<file path="config.mk">
export PLATFORM = sky130hd
export DESIGN_NAME = sudb_top
export DESIGN_NICKNAME = d
export VERILOG_FILES = /design/src/shared/sudb_pkg.sv /design/src/core/sudb_top.sv
export SDC_FILE = /design/constraint.sdc
export NUM_CORES = 1
export LEC_CHECK = 0
export BUFFER_PORTS_ARGS = -buffer_cell sky130_fd_sc_hd__buf_2
export CORE_ASPECT_RATIO = 0.8
export CORE_MARGIN = 2
export CORE_UTILIZATION = 29
export DETAILED_ROUTE_END_ITERATION = 12
export PLACE_DENSITY_LB_ADDON = 0.12
export SYNTH_ARGS = -nofsm -noshare
export SYNTH_HDL_FRONTEND = slang
export SYNTH_SLANG_ARGS = --single-unit
</file>
<file path="constraint.sdc">
create_clock -name mclk_in -period 2.75 [get_ports mclk_in]
set_input_delay 0.55 -clock mclk_in [delete_from_list [all_inputs] [get_ports mclk_in]]
set_output_delay 0.55 -clock mclk_in [all_outputs]
set_load 0.02 [all_outputs]
</file>
<file path="src/shared/sudb_pkg.sv">
// Purpose: shared constants and types of the serial data buffer and clock gate
// Assumes: 40 MHz peripheral clock, four channels in two units
// Notes: channel i belongs to unit i/2; only channel 0 holds 9-bit data
package sudb_pkg;
   localparam int NCH = 4;
   localparam int SR_W = 9;
   localparam int DIV_LSB = 9;
   localparam int DIV_W = 7;
   localparam int GATE_U0_BIT = 2;
   localparam int GATE_U1_BIT = 3;
   localparam int NINE_BIT_CH = 0;
   localparam logic [31:0] GATE_ADDR = 32'h40020420;
   // channel buffers sit on consecutive halfwords from this base
   localparam logic [31:0] BUF_BASE = 32'h40041100;
   localparam logic [7:0] GATE_RST = 8'h00;
   localparam logic [15:0] BUF_RST = 16'h0000;
   localparam logic [1:0] LEN_SEL_7 = 2'h2;
   localparam logic [1:0] LEN_SEL_8 = 2'h3;
   localparam logic [1:0] LEN_SEL_9 = 2'h1;
   localparam logic [3:0] LEN_7 = 4'h7;
   localparam logic [3:0] LEN_8 = 4'h8;
   localparam logic [3:0] LEN_9 = 4'h9;

   typedef struct packed {
      logic channel_running_flag;
      logic [1:0] data_length_sel;
      logic transfer_clock_source_sel;
   } sudb_chan_ctl_s;

   typedef struct packed {
      logic sclk;
      logic sdi;
   } sudb_pin_in_s;

   typedef enum logic {
      SUDB_IDLE = 1'b0,
      SUDB_SHIFT = 1'b1
   } sudb_state_e;
endpackage

</file>
<file path="src/core/sudb_top.sv">
// Purpose: data buffers, shift registers and clock gate of the serial unit
// Assumes: cpu accesses take one cycle; read data appears one cycle later
// Notes: lsb-first shifting only; transfer starts on a buffer write while running
// Behaviour
// - nine-bit shift register per channel
// - shift register reached only via buffer
// - received word to buffer, written word shifted
// - sixteen-bit buffer, high seven bits divider
// - data right-justified by configured length
// - sixteen-bit reads and writes accepted
// - low byte also reachable by byte access
// - buffer resets to zero
// - nine-bit length only on first channel
// - stopped byte write clears high seven bits
// - bits above length up to bit 8 read zero after receive
// - gate register byte wide, resets zero
// - gate off holds unit in reset
// - gate off ignores writes, reads initial
// - internal transfer clock divides by high bits plus one
`timescale 1ns/1ps
module sudb_top
   import sudb_pkg::*;
(
   input wire logic mclk_in,
   input wire logic rst_n_in,
   input wire logic [31:0] cpu_addr_in,
   input wire logic [15:0] cpu_wdata_in,
   input wire logic cpu_wr_in,
   input wire logic cpu_rd_in,
   input wire logic cpu_word_in,
   output logic [15:0] cpu_rdata_out,
   output logic [1:0] serial_unit_clock_on_out,
   input wire sudb_chan_ctl_s [NCH-1:0] ctl_in,
   input wire sudb_pin_in_s [NCH-1:0] pin_in,
   output logic [NCH-1:0] sdo_out,
   output logic [NCH-1:0] rx_done_out
);

   logic [7:0] peripheral_clock_gate;
   logic [NCH-1:0][15:0] channel_data_buffer;
   logic [1:0] unit_on;
   logic [15:0] next_rdata;
   logic [1:0] rd_ch;

   function automatic logic buf_hit(input logic [31:0] a);
      buf_hit = (a[31:3] == BUF_BASE[31:3]) && !a[0];
   endfunction

   // channel of a buffer address; one halfword slot per channel
   function automatic logic [1:0] buf_chan(input logic [31:0] a);
      buf_chan = a[2:1];
   endfunction

   function automatic logic gate_hit(input logic [31:0] a);
      gate_hit = (a == GATE_ADDR);
   endfunction

   function automatic logic [3:0] len_of(input logic [1:0] sel, input int ch);
      unique case (sel)
         LEN_SEL_7: len_of = LEN_7;
         LEN_SEL_8: len_of = LEN_8;
         LEN_SEL_9: len_of = (ch == NINE_BIT_CH) ? LEN_9 : LEN_8;
         default: len_of = LEN_8;
      endcase
   endfunction

   // right-justify the shifted-in word and zero bits above the length
   function automatic logic [SR_W-1:0] align(input logic [SR_W-1:0] w, input logic [3:0] len);
      logic [SR_W-1:0] sh;
      logic [SR_W-1:0] m;
      sh = '0;
      m = '0;
      sh = w >> (4'(SR_W) - len);
      for (int b = 0; b < SR_W; b++) begin
         m[b] = b < int'(len);
      end
      align = sh & m;
   endfunction

   assign unit_on = {peripheral_clock_gate[GATE_U1_BIT], peripheral_clock_gate[GATE_U0_BIT]};
   assign serial_unit_clock_on_out = unit_on;

   // gate register takes byte writes only
   always_ff @(posedge mclk_in or negedge rst_n_in) begin
      if (!rst_n_in) begin
         peripheral_clock_gate <= GATE_RST;
      end else if (cpu_wr_in && !cpu_word_in && gate_hit(cpu_addr_in)) begin
         peripheral_clock_gate <= cpu_wdata_in[7:0];
      end
   end

   assign rd_ch = buf_chan(cpu_addr_in);

   // gated units and unmapped addresses read as zero
   always_comb begin
      next_rdata = BUF_RST;
      if (gate_hit(cpu_addr_in)) begin
         next_rdata = {8'h00, peripheral_clock_gate};
      end else if (buf_hit(cpu_addr_in) && unit_on[rd_ch[1]]) begin
         if (cpu_word_in) begin
            next_rdata = channel_data_buffer[rd_ch];
         end else begin
            next_rdata = {8'h00, channel_data_buffer[rd_ch][7:0]};
         end
      end else begin
         next_rdata = BUF_RST;
      end
   end

   // read data holds until the next read strobe
   always_ff @(posedge mclk_in or negedge rst_n_in) begin
      if (!rst_n_in) begin
         cpu_rdata_out <= '0;
      end else if (cpu_rd_in) begin
         cpu_rdata_out <= next_rdata;
      end
   end

   genvar gi;
   generate
      for (gi = 0; gi < NCH; gi++) begin : g_ch
         sudb_state_e state;
         logic [SR_W-1:0] shreg;
         logic [3:0] bit_cnt;
         logic [DIV_W-1:0] div_cnt;
         logic sclk_prev;
         logic on;
         logic wr_hit;
         logic start;
         logic tick;
         logic last;
         logic [3:0] len;
         logic [SR_W-1:0] next_shreg;
         logic [SR_W-1:0] wr_low;
         logic ext_edge;
         logic div_match;

         assign on = unit_on[gi / 2];
         assign len = len_of(ctl_in[gi].data_length_sel, gi);
         assign wr_hit = cpu_wr_in && on && buf_hit(cpu_addr_in) && buf_chan(cpu_addr_in) == 2'(gi);
         assign start = wr_hit && ctl_in[gi].channel_running_flag && state == SUDB_IDLE;
         // 8-bit channels have no bit 8 storage
         assign wr_low = {(gi == NINE_BIT_CH) && cpu_word_in && cpu_wdata_in[8], cpu_wdata_in[7:0]};
         // external clock counts rising edges; internal divides by high bits plus one
         assign ext_edge = pin_in[gi].sclk && !sclk_prev;
         assign div_match = div_cnt == channel_data_buffer[gi][15:DIV_LSB];
         always_comb begin
            tick = 1'b0;
            if (state == SUDB_SHIFT) begin
               tick = ctl_in[gi].transfer_clock_source_sel ? ext_edge : div_match;
            end
         end
         assign last = tick && (bit_cnt == len - 4'h1);
         assign next_shreg = {pin_in[gi].sdi, shreg[SR_W-1:1]};
         assign sdo_out[gi] = shreg[0];

         always_ff @(posedge mclk_in or negedge rst_n_in) begin
            if (!rst_n_in) begin
               sclk_prev <= 1'b0;
            end else begin
               sclk_prev <= on && pin_in[gi].sclk;
            end
         end

         always_ff @(posedge mclk_in or negedge rst_n_in) begin
            if (!rst_n_in) begin
               div_cnt <= '0;
            end else if (!on || start || tick) begin
               div_cnt <= '0;
            end else if (state == SUDB_SHIFT) begin
               div_cnt <= div_cnt + 7'h01;
            end
         end

         always_ff @(posedge mclk_in or negedge rst_n_in) begin
            if (!rst_n_in) begin
               state <= SUDB_IDLE;
            end else if (!on || !ctl_in[gi].channel_running_flag) begin
               state <= SUDB_IDLE;
            end else if (start) begin
               state <= SUDB_SHIFT;
            end else if (last) begin
               state <= SUDB_IDLE;
            end
         end

         // shift register is loaded only from a buffer write
         always_ff @(posedge mclk_in or negedge rst_n_in) begin
            if (!rst_n_in) begin
               shreg <= '0;
            end else if (!on) begin
               shreg <= '0;
            end else if (!ctl_in[gi].channel_running_flag) begin
               shreg <= shreg;
            end else if (start) begin
               shreg <= wr_low;
            end else if (tick) begin
               shreg <= next_shreg;
            end
         end

         always_ff @(posedge mclk_in or negedge rst_n_in) begin
            if (!rst_n_in) begin
               bit_cnt <= 4'h0;
            end else if (!on || !ctl_in[gi].channel_running_flag || start) begin
               bit_cnt <= 4'h0;
            end else if (tick) begin
               bit_cnt <= bit_cnt + 4'h1;
            end
         end

         always_ff @(posedge mclk_in or negedge rst_n_in) begin
            if (!rst_n_in) begin
               rx_done_out[gi] <= 1'b0;
            end else begin
               rx_done_out[gi] <= on && ctl_in[gi].channel_running_flag && last;
            end
         end

         // divide field; a byte write while stopped clears it
         always_ff @(posedge mclk_in or negedge rst_n_in) begin
            if (!rst_n_in) begin
               channel_data_buffer[gi][15:DIV_LSB] <= BUF_RST[15:DIV_LSB];
            end else if (!on) begin
               channel_data_buffer[gi][15:DIV_LSB] <= BUF_RST[15:DIV_LSB];
            end else if (wr_hit && cpu_word_in) begin
               channel_data_buffer[gi][15:DIV_LSB] <= cpu_wdata_in[15:DIV_LSB];
            end else if (wr_hit && !ctl_in[gi].channel_running_flag) begin
               channel_data_buffer[gi][15:DIV_LSB] <= '0;
            end
         end

         // received word wins the low bits over a same-cycle cpu write
         always_ff @(posedge mclk_in or negedge rst_n_in) begin
            if (!rst_n_in) begin
               channel_data_buffer[gi][SR_W-1:0] <= BUF_RST[SR_W-1:0];
            end else if (!on) begin
               channel_data_buffer[gi][SR_W-1:0] <= BUF_RST[SR_W-1:0];
            end else if (ctl_in[gi].channel_running_flag && last) begin
               channel_data_buffer[gi][SR_W-1:0] <= align(next_shreg, len);
            end else if (wr_hit && cpu_word_in) begin
               channel_data_buffer[gi][SR_W-1:0] <= wr_low;
            end else if (wr_hit) begin
               channel_data_buffer[gi][7:0] <= cpu_wdata_in[7:0];
            end
         end
      end
   endgenerate

endmodule

</file>
* Word-level counts from Yosys, hierarchy flattened
Index checks and enable logic that the tools add are counted.
** Storage, ports and cells
- Flip-flop bits (word level) :: 180
- Output and inout bits :: 26
** Cells by class
- $add $sub $neg :: 16
- $lt $le $gt $ge :: 38
- Eq/ne operators :: 38
- Shifts and indexed selects :: 4
- Multiplexer cells :: 95
- Bitwise logic cells :: 8
- Reduce and logical (&&, ||, !) cells :: 98
** Operator list (number)
- 9-bit two-way mux :: 24
- 7-bit two-way mux :: 20
- 3-bit by 4-bit < comparator with 1-bit output, first input constant :: 16
- 16-bit two-way mux :: 4
- 8-bit two-way mux :: 8
- 1-bit logical AND :: 53
- 4-bit two-way mux :: 11
- 9-bit AND :: 4
- 3-bit by 1-bit != test with 1-bit output, second input constant :: 12
- 9-bit by 4-bit >> shifter with 9-bit output :: 4
- 16-bit binary-select mux with 2-bit select :: 1
- 32-bit by 31-bit equality test with 1-bit output, second input constant :: 1
- 1-bit by 4-bit < comparator with 1-bit output, first input constant :: 8
- 2-bit by 4-bit < comparator with 1-bit output, first input constant :: 8
- 29-bit by 28-bit equality test with 1-bit output, second input constant :: 1
- 7-bit by 1-bit adder with 7-bit output, second input constant :: 4
- 7-bit equality test :: 4
- 1-bit two-way mux :: 26
- 4-bit by 1-bit adder with 4-bit output, second input constant :: 4
- 4-bit equality test :: 4
- 1-bit logical OR :: 16
- 4-bit < comparator, first input constant :: 4
- 4-bit by 1-bit != test with 1-bit output, second input constant :: 4
- 2-bit nonzero test :: 8
- 13 further kinds :: 48

* Logic depth before layout (Yosys ltp)
Gate-level depths: netlist of run 1.
- Depth after elaboration :: 9
- Gate-level depth with buffers :: 9

* Least setup slack after synthesis of run 1
Ideal clock, no wire load.
- Kind :: input to register
- Start :: input port cpu_addr_in[15]
- End :: register peripheral_clock_gate[0]
- Library setup time :: 125 ps
- Data arrival time :: 2396 ps
- Required time :: 2625 ps
- Slack :: 229 ps
- Stages on the path :: 6
- Cells stage by stage :: nor4_1 -> nand4_1 -> buf_2 -> nor4b_4 -> nor3b_4 -> mux2_2
** Between the ends
- Longest elaborated chain between the ends :: 2
** Ends and longest elaborated chain
- start, declared :: line sudb_top.sv:26 : input wire logic [31:0] cpu_addr_in,
- 32-bit by 31-bit equality test with 1-bit output :: line sudb_top.sv:55 : gate_hit = (a == GATE_ADDR);
- 1-bit logical AND :: line sudb_top.sv:87 : end else if (cpu_wr_in && !cpu_word_in && gate_hit(cpu_addr_in)) begin
- end signal, assigned :: line sudb_top.sv:88 : peripheral_clock_gate <= cpu_wdata_in[7:0];
- end, declared :: line sudb_top.sv:39 : logic [7:0] peripheral_clock_gate;
No other way between the ends.
A chain may end at the register's enable or synchronous reset.

* Worst setup path after layout of run 1
- Start :: register channel_data_buffer[47] (netlist bit)
- End :: register g_ch[2].shreg[0]
** Between the ends
- Longest elaborated chain between the ends :: 5
** Ends and longest elaborated chain
- start, declared :: line sudb_top.sv:40 : logic [NCH-1:0][15:0] channel_data_buffer;
- start signal, assigned by index :: line sudb_top.sv:223 : channel_data_buffer[gi][15:DIV_LSB] <= BUF_RST[15:DIV_LSB];
- start signal, assigned by index :: line sudb_top.sv:225 : channel_data_buffer[gi][15:DIV_LSB] <= BUF_RST[15:DIV_LSB];
- start signal, assigned by index :: line sudb_top.sv:227 : channel_data_buffer[gi][15:DIV_LSB] <= cpu_wdata_in[15:DIV_LSB];
- 7-bit equality test :: line sudb_top.sv:146 : assign div_match = div_cnt == channel_data_buffer[gi][15:DIV_LSB];
- 1-bit two-way mux :: line sudb_top.sv:150 : tick = ctl_in[gi].transfer_clock_source_sel ? ext_edge : div_match;
- 1-bit two-way mux :: line sudb_top.sv:149 : if (state == SUDB_SHIFT) begin
- 3-bit by 1-bit != test with 1-bit output (no line)
- 2-bit AND reduction (no line)
- end signal, assigned :: line sudb_top.sv:194 : shreg <= shreg;
- end signal, assigned :: line sudb_top.sv:196 : shreg <= wr_low;
- end signal, assigned :: line sudb_top.sv:198 : shreg <= next_shreg;
- end, declared :: line sudb_top.sv:123 : logic [SR_W-1:0] shreg;
No other way between the ends.

==> results_dict.tcl, run 1 <==
set metrics [dict create \
    ant_nets 0 \
    place_congestion 0.7530 \
    cts_buffers 17 \
    fin_crit_sh_pct 93.97 \
    num_io_pins 103 \
    drive_gt1_share_pct 24.14 \
    crit_arrival_ns 2.91 \
    rsz0062_at_grt "false" \
    rows 59 \
    wire_per_inst_um 20.58 \
    cts.repair.resized 0 \
    fp.dieH_um 166.1 \
    drt-pass1-iter-count 5 \
    synth_area_per_cell_um2 10.35 \
    cts.sinks 177 \
    p_leak_uw 0.004701 \
    stdcell_count 1475 \
    track_usage_pct 18.09 \
    synthArstFlopShare_pct 100.0 \
    hold_violations 0 \
    crit_fanout 8 \
    worstPathBufferInverterCount 0 \
    placed_cell_area_um2 10760 \
    grt_max_degree 62 \
    antenna_found_initial 1 \
    whs_ns 0.1042 \
    dp.cells 1443 \
    synth_edf_count 0 \
    status "finished clean" \
    hold_path.class "input pin to asynchronous set/reset pin" \
    port_buffers 102 \
    nFillCells 3303 \
    cts_setup_buffers 0 \
    htree_levels 4 \
    drt-total-wl_um 30360 \
    via_count 7546 \
    yosysSeqAreaShare_pct 46.47 \
    setup_viol 0 \
    synth_nets 1008 \
    syn_inst 921 \
    cp_top_family "simple AND/OR/NAND/NOR gates" \
    cts-root-buf "clkbuf_16" \
    dp_hpwl_um 21680 \
    synth_area_leaders "dfrtp_1 (46%), mux2i_1 (5.5%), mux4_2 (4.3%)" \
    crit_path_start_kind "flip-flop" \
    design_area_um2 11310 \
    synth_common_cells "dfrtp_1 (177), nor2_1 (80), nand2_1 (79)" \
    core-area_um2 32410 \
    worst_ep_required_time_ns 3.07 \
    slew_violations 0 \
    hold_buffers 0 \
    cts_tree "yes" \
    fin_nets 1122 \
    die_area_um2 34340 \
    n_antenna_cell 0 \
    cts.clk_slew.worst_paths_ns 0.08 \
    mappedNetlistArea_um2 9530 \
    post-route-min-period_ns 2.584 \
    synth-seq-cells 177 \
    critical_path_class "flip-flop to flip-flop" \
    netlist.top_cell.by_area "dfrtp_1" \
    grt_pass1_vias 7296 \
    worstPathCellList "xor2_1, or4_1, o22ai_2, and2_0, nor2_1, a221o_1" \
    vias_per_cell 5.116 \
    finClkSkew_ns 0.01141 \
    synth_flop_cell "dfrtp_1" \
    fmax_ghz 0.3870 \
    area_growth_pct 18.64 \
    gr-total-overflow 0 \
    netlist.area_leader.share_pct 46.47 \
    tightest_slew_ns 0.7385 \
    max-cap-violations 0 \
    grt_pass1_wl_um 46740 \
    yosysMostFrequentCell "dfrtp_1" \
    die_w_um 206.7 \
    power_density_nw_per_um2 470.0 \
    synth.distinct_cells 57 \
    drt_iter0_markers 527 \
    cts_max_path_buffers 2 \
    slew_headroom_pct 50.72 \
    slowest_stage "or4_1" \
    slowest_delay_ns 0.54 \
    clk_latency_ns 0.44 \
    start_util_pct 29.41 \
    setup.worst_path.end_class "flip-flop" \
    drcViolationCount 0 \
    ys_warn_count 0 \
    power_uw 5314 \
    peakVddDrop_v 0.0003275 \
]
==> area by class of cell <==
| class | instances | area (um^2) | share of cell area (%) |
|---|---|---|---|
| clock buffer | 17 | 425.4 | 3.762 |
| inverter | 11 | 41.29 | 0.3652 |
| timing repair buffer | 154 | 947.2 | 8.377 |
| tap | 427 | 534.3 | 4.725 |
| clock inverter | 15 | 123.9 | 1.095 |
| sequential | 177 | 4429 | 39.17 |
| multi-input combinational | 674 | 4806 | 42.50 |
==> kinds of logic after synthesis <==
| kind of cell | after synthesis | synth area share, % |
|---|---|---|
| and+or+nand+nor | 308 | 17.05 |
| AOI/OAI and AO/OA | 191 | 12.79 |
| DFF | 177 | 46.48 |
| muxes | 99 | 13.14 |
| buffers and inverters | 70 | 3.164 |
| xor gates and xnor gates | 66 | 6.065 |
| adders and majority gates | 10 | 1.313 |
==> per-stage QoR <==
step / util (%) / setup TNS, ns / setup WS, ns
after global placement: 33.20 / 0 / 0.006199
after floorplan: - / 0 / 0.2291
after global routing: 34.89 / 0 / 0.02081
after CTS: 34.89 / 0 / 0.1281
final: 34.89 / 0 / 0.1657
after detailed placement: 33.20 / -0.03764 / -0.01631
==> registers in the layout, summed over array words and instances, names as in the netlist <==
register               flops
g_ch.shreg                36
g_ch.state                 4
g_ch.bit_cnt              16
channel_data_buffer       61
peripheral_clock_gate      8
rx_done_out                4
cpu_rdata_out             16
g_ch.div_cnt              28
g_ch.sclk_prev             4
==> layout by cell type, fill, tap and decap left out, types with 11 or more instances in the layout <==
master / netlist / final
inv_1: 11 / 11
nor2_1: 80 / 80
buf_4: 7 / 49
dfrtp_1: 177 / 177
a221o_1: 16 / 16
a21oi_1: 76 / 76
nor3_1: 13 / 13
nand2_1: 79 / 79
nand4_1: 22 / 22
xor2_1: 29 / 29
clkbuf_16: 0 / 17
nand3_1: 40 / 40
mux2_2: 29 / 29
buf_2: 10 / 101
mux4_2: 18 / 18
mux2i_1: 52 / 52
and3_1: 12 / 12
o21ai_0: 44 / 44
xnor2_1: 37 / 37
==> worst reg2reg max path: cells and delay by family (launching register included) <==
family	cells	cell delay (ns)
simple gates	3	1.14
compound gates	2	0.74
flops	1	0.44
xor+xnor	1	0.16
==> routing by layer <==
layer / global-route usage [%] / routed length [um]
met5: 0 / 11
met3: 2.826 / 1101
met4: 2.888 / 176
met2: 25.85 / 13210
met1: 28.80 / 15860
==> final timing paths <==
path / startpoint / slack, ns / endpoint / cells past startpoint
setup / recovery: channel_data_buffer[47] / 0.17 / g_ch[2].shreg[0] / 6
hold / removal: rst_n_in / 0.10 / g_ch[0].div_cnt[1] / 1
setup reg to reg: channel_data_buffer[47] / 0.17 / g_ch[2].shreg[0] / 6
hold reg to reg: cpu_rdata_out[0] / 0.49 / cpu_rdata_out[0] / 2
max in group asynchronous: rst_n_in / 1.83 / g_ch[3].shreg[8] / 2
min in group mclk_in: pin_in[7] / 0.34 / g_ch[3].sclk_prev / 2
==> where the power goes <==
part | total (uW) | switching, uW | leakage (uW) | internal [uW]
registers | 2610 | 4.77 | 0.00246 | 2610
logic | 342 | 230 | 0.00198 | 112
clock network | 2360 | 1170 | 0.000261 | 1180
Note: power is estimated with default switching activity, not from simulation.
==> run 2, diff against run 1 <==
--- a/config.mk
+++ b/config.mk
@@ -6,9 +6,10 @@
 export NUM_CORES = 1
 export LEC_CHECK = 0
 export BUFFER_PORTS_ARGS = -buffer_cell sky130_fd_sc_hd__buf_2
-export CORE_ASPECT_RATIO = 0.8
+export CORE_ASPECT_RATIO = 0.7
 export CORE_MARGIN = 2
 export CORE_UTILIZATION = 29
+export CTS_BUF_LIST = sky130_fd_sc_hd__clkbuf_16
 export DETAILED_ROUTE_END_ITERATION = 12
 export PLACE_DENSITY_LB_ADDON = 0.12
 export SYNTH_ARGS = -nofsm -noshare
==> run 2 against run 1 <==
Effect of this change:
- clock-buffer cell count is the same
- via count shrank 0.76%
- global-route usage shrank 0.46 points
- core utilization grew 0.45 points
- first-iteration DRC count shrank 12%
- final cell count is essentially flat
- register-to-register slack gained 0.21 ns
- combinational power shrank 2%
- maximum frequency grew 8.7%
==> results_dict.tcl, run 2 (synthesis gave the netlist of run 1 again) <==
set metrics [dict create \
    fin_crit_sh_pct 86.45 \
    track_usage_pct 17.63 \
    fin_nets 1123 \
    peakVddDrop_v 0.0004249 \
    crit_arrival_ns 2.70 \
    design_area_um2 11430 \
    start_util_pct 29.47 \
    cts_tree "yes" \
    worst_ep_required_time_ns 3.07 \
    finClkSkew_ns 0.01132 \
    antenna_found_initial 1 \
    die_w_um 220.7 \
    vias_per_cell 5.074 \
    slew_headroom_pct 52.21 \
    gr-total-overflow 0 \
    slew_violations 0 \
    hold_violations 0 \
    via_count 7489 \
    largest_register "channel_data_buffer" \
    htree_levels 4 \
    n_antenna_cell 0 \
    post-route-min-period_ns 2.377 \
    cts_buffers 17 \
    drt-pass1-iter-count 6 \
    drt_iter0_markers 465 \
    setup_viol 0 \
    area_growth_pct 19.93 \
    drt-total-wl_um 29640 \
    wire_per_inst_um 20.08 \
    crit_fanout 8 \
    grt_pass1_wl_um 45750 \
    dp_hpwl_um 21970 \
    drive_gt1_share_pct 24.12 \
    fmax_ghz 0.4206 \
    cts.sinks 177 \
    rsz0062_at_grt "false" \
    grt_pass1_vias 7397 \
    cts_max_path_buffers 2 \
    critical_path_class "flip-flop to flip-flop" \
    power_density_nw_per_um2 500.1 \
    drcViolationCount 0 \
    cts_setup_buffers 0 \
    crit_path_start_kind "flip-flop" \
    setup_tns_ns 0 \
    cts.repair.resized 0 \
    die_area_um2 34350 \
    fp.dieH_um 155.7 \
    p_leak_uw 0.004761 \
    final_common_cell "dfrtp_1" \
    whs_ns 0.08576 \
    port_buffers 102 \
    worst_slack_ns 0.3727 \
    largest_register_ffs 61 \
    num_io_pins 103 \
    grt_max_degree 61 \
    setup.worst_path.end_class "flip-flop" \
    status "finished clean" \
    reg.largest.list "channel_data_buffer (61), g_ch.shreg (36), g_ch.div_cnt (28)" \
    cts.clk_slew.worst_paths_ns 0.07 \
    tightest_slew_ns 0.7142 \
    ant_nets 0 \
    hold_buffers 0 \
    rows 55 \
    core-area_um2 32340 \
    max-cap-violations 0 \
    final_cell_mix "dfrtp_1 (177), buf_2 (101), nor2_1 (80), nand2_1 (79), a21oi_1 (76)" \
    place_ws_ns -0.07601 \
    hold_path.class "input pin to asynchronous set/reset pin" \
    place_congestion 0.7593 \
    placed_cell_area_um2 10780 \
    cts-root-buf "clkbuf_16" \
    clk_latency_ns 0.44 \
]
## run 2: layer usage
layer / share of wire [%] / up-vias / track usage [%]
li1: - / 3587 / -
met1: 54 / 3738 / 28.11
met2: 42 / 149 / 24.43
met3: 4.0 / 15 / 3.314
met4: 0.67 / 0 / 3.238
met5: 0 / - / 0
## run 2: power by group
group          switching [uW]  internal (uW)  total, uW
Sequential               3.71           2610       2610
Combinational             224            111        334
Clock                    1140           1630       2770
Total                    1370           4350       5720
## run 2: cell type report
type | count | area [um^2]
clock buffers | 17 | 425.4
clock inverters | 15 | 226.5
fillers | 3334 | 20910
inverters | 11 | 41.29
multi-input cells | 674 | 4806
flip-flops and latches | 177 | 4429
well taps | 427 | 534.3
repair buffers | 155 | 967.2
## run 2: worst max-delay path: stages (launching register included)
cell,delay [ns]
dfrtp_1,0.44
xor2_1,0.16
or4_1,0.53
o22ai_2,0.31
a31oi_1,0.29
and3_1,0.27
a221o_1,0.26
## run 2: per-stage QoR
step / power, uW / cells / util [%]
6_report: 5717 / 1476 / 35.34
5_1_grt: 5932 / 1476 / 35.34
4_1_cts: 5784 / 1476 / 35.34
3_5_place_dp: 3006 / 1444 / 33.32
3_3_place_gp: 3008 / 1444 / 33.32
2_1_floorplan: 2791 / 921 / -
## run 2: final timing paths
path	start	to	slack, ns	depth (start not counted)
hold reg to reg	cpu_rdata_out[4]	cpu_rdata_out[4]	0.49	2
setup / recovery	channel_data_buffer[31]	g_ch[1].shreg[6]	0.37	6
hold / removal	rst_n_in	g_ch[0].div_cnt[4]	0.09	1
setup reg to reg	channel_data_buffer[31]	g_ch[1].shreg[6]	0.37	6
min in group mclk_in	pin_in[1]	g_ch[0].sclk_prev	0.34	2
max in group asynchronous	rst_n_in	peripheral_clock_gate[2]	1.93	2
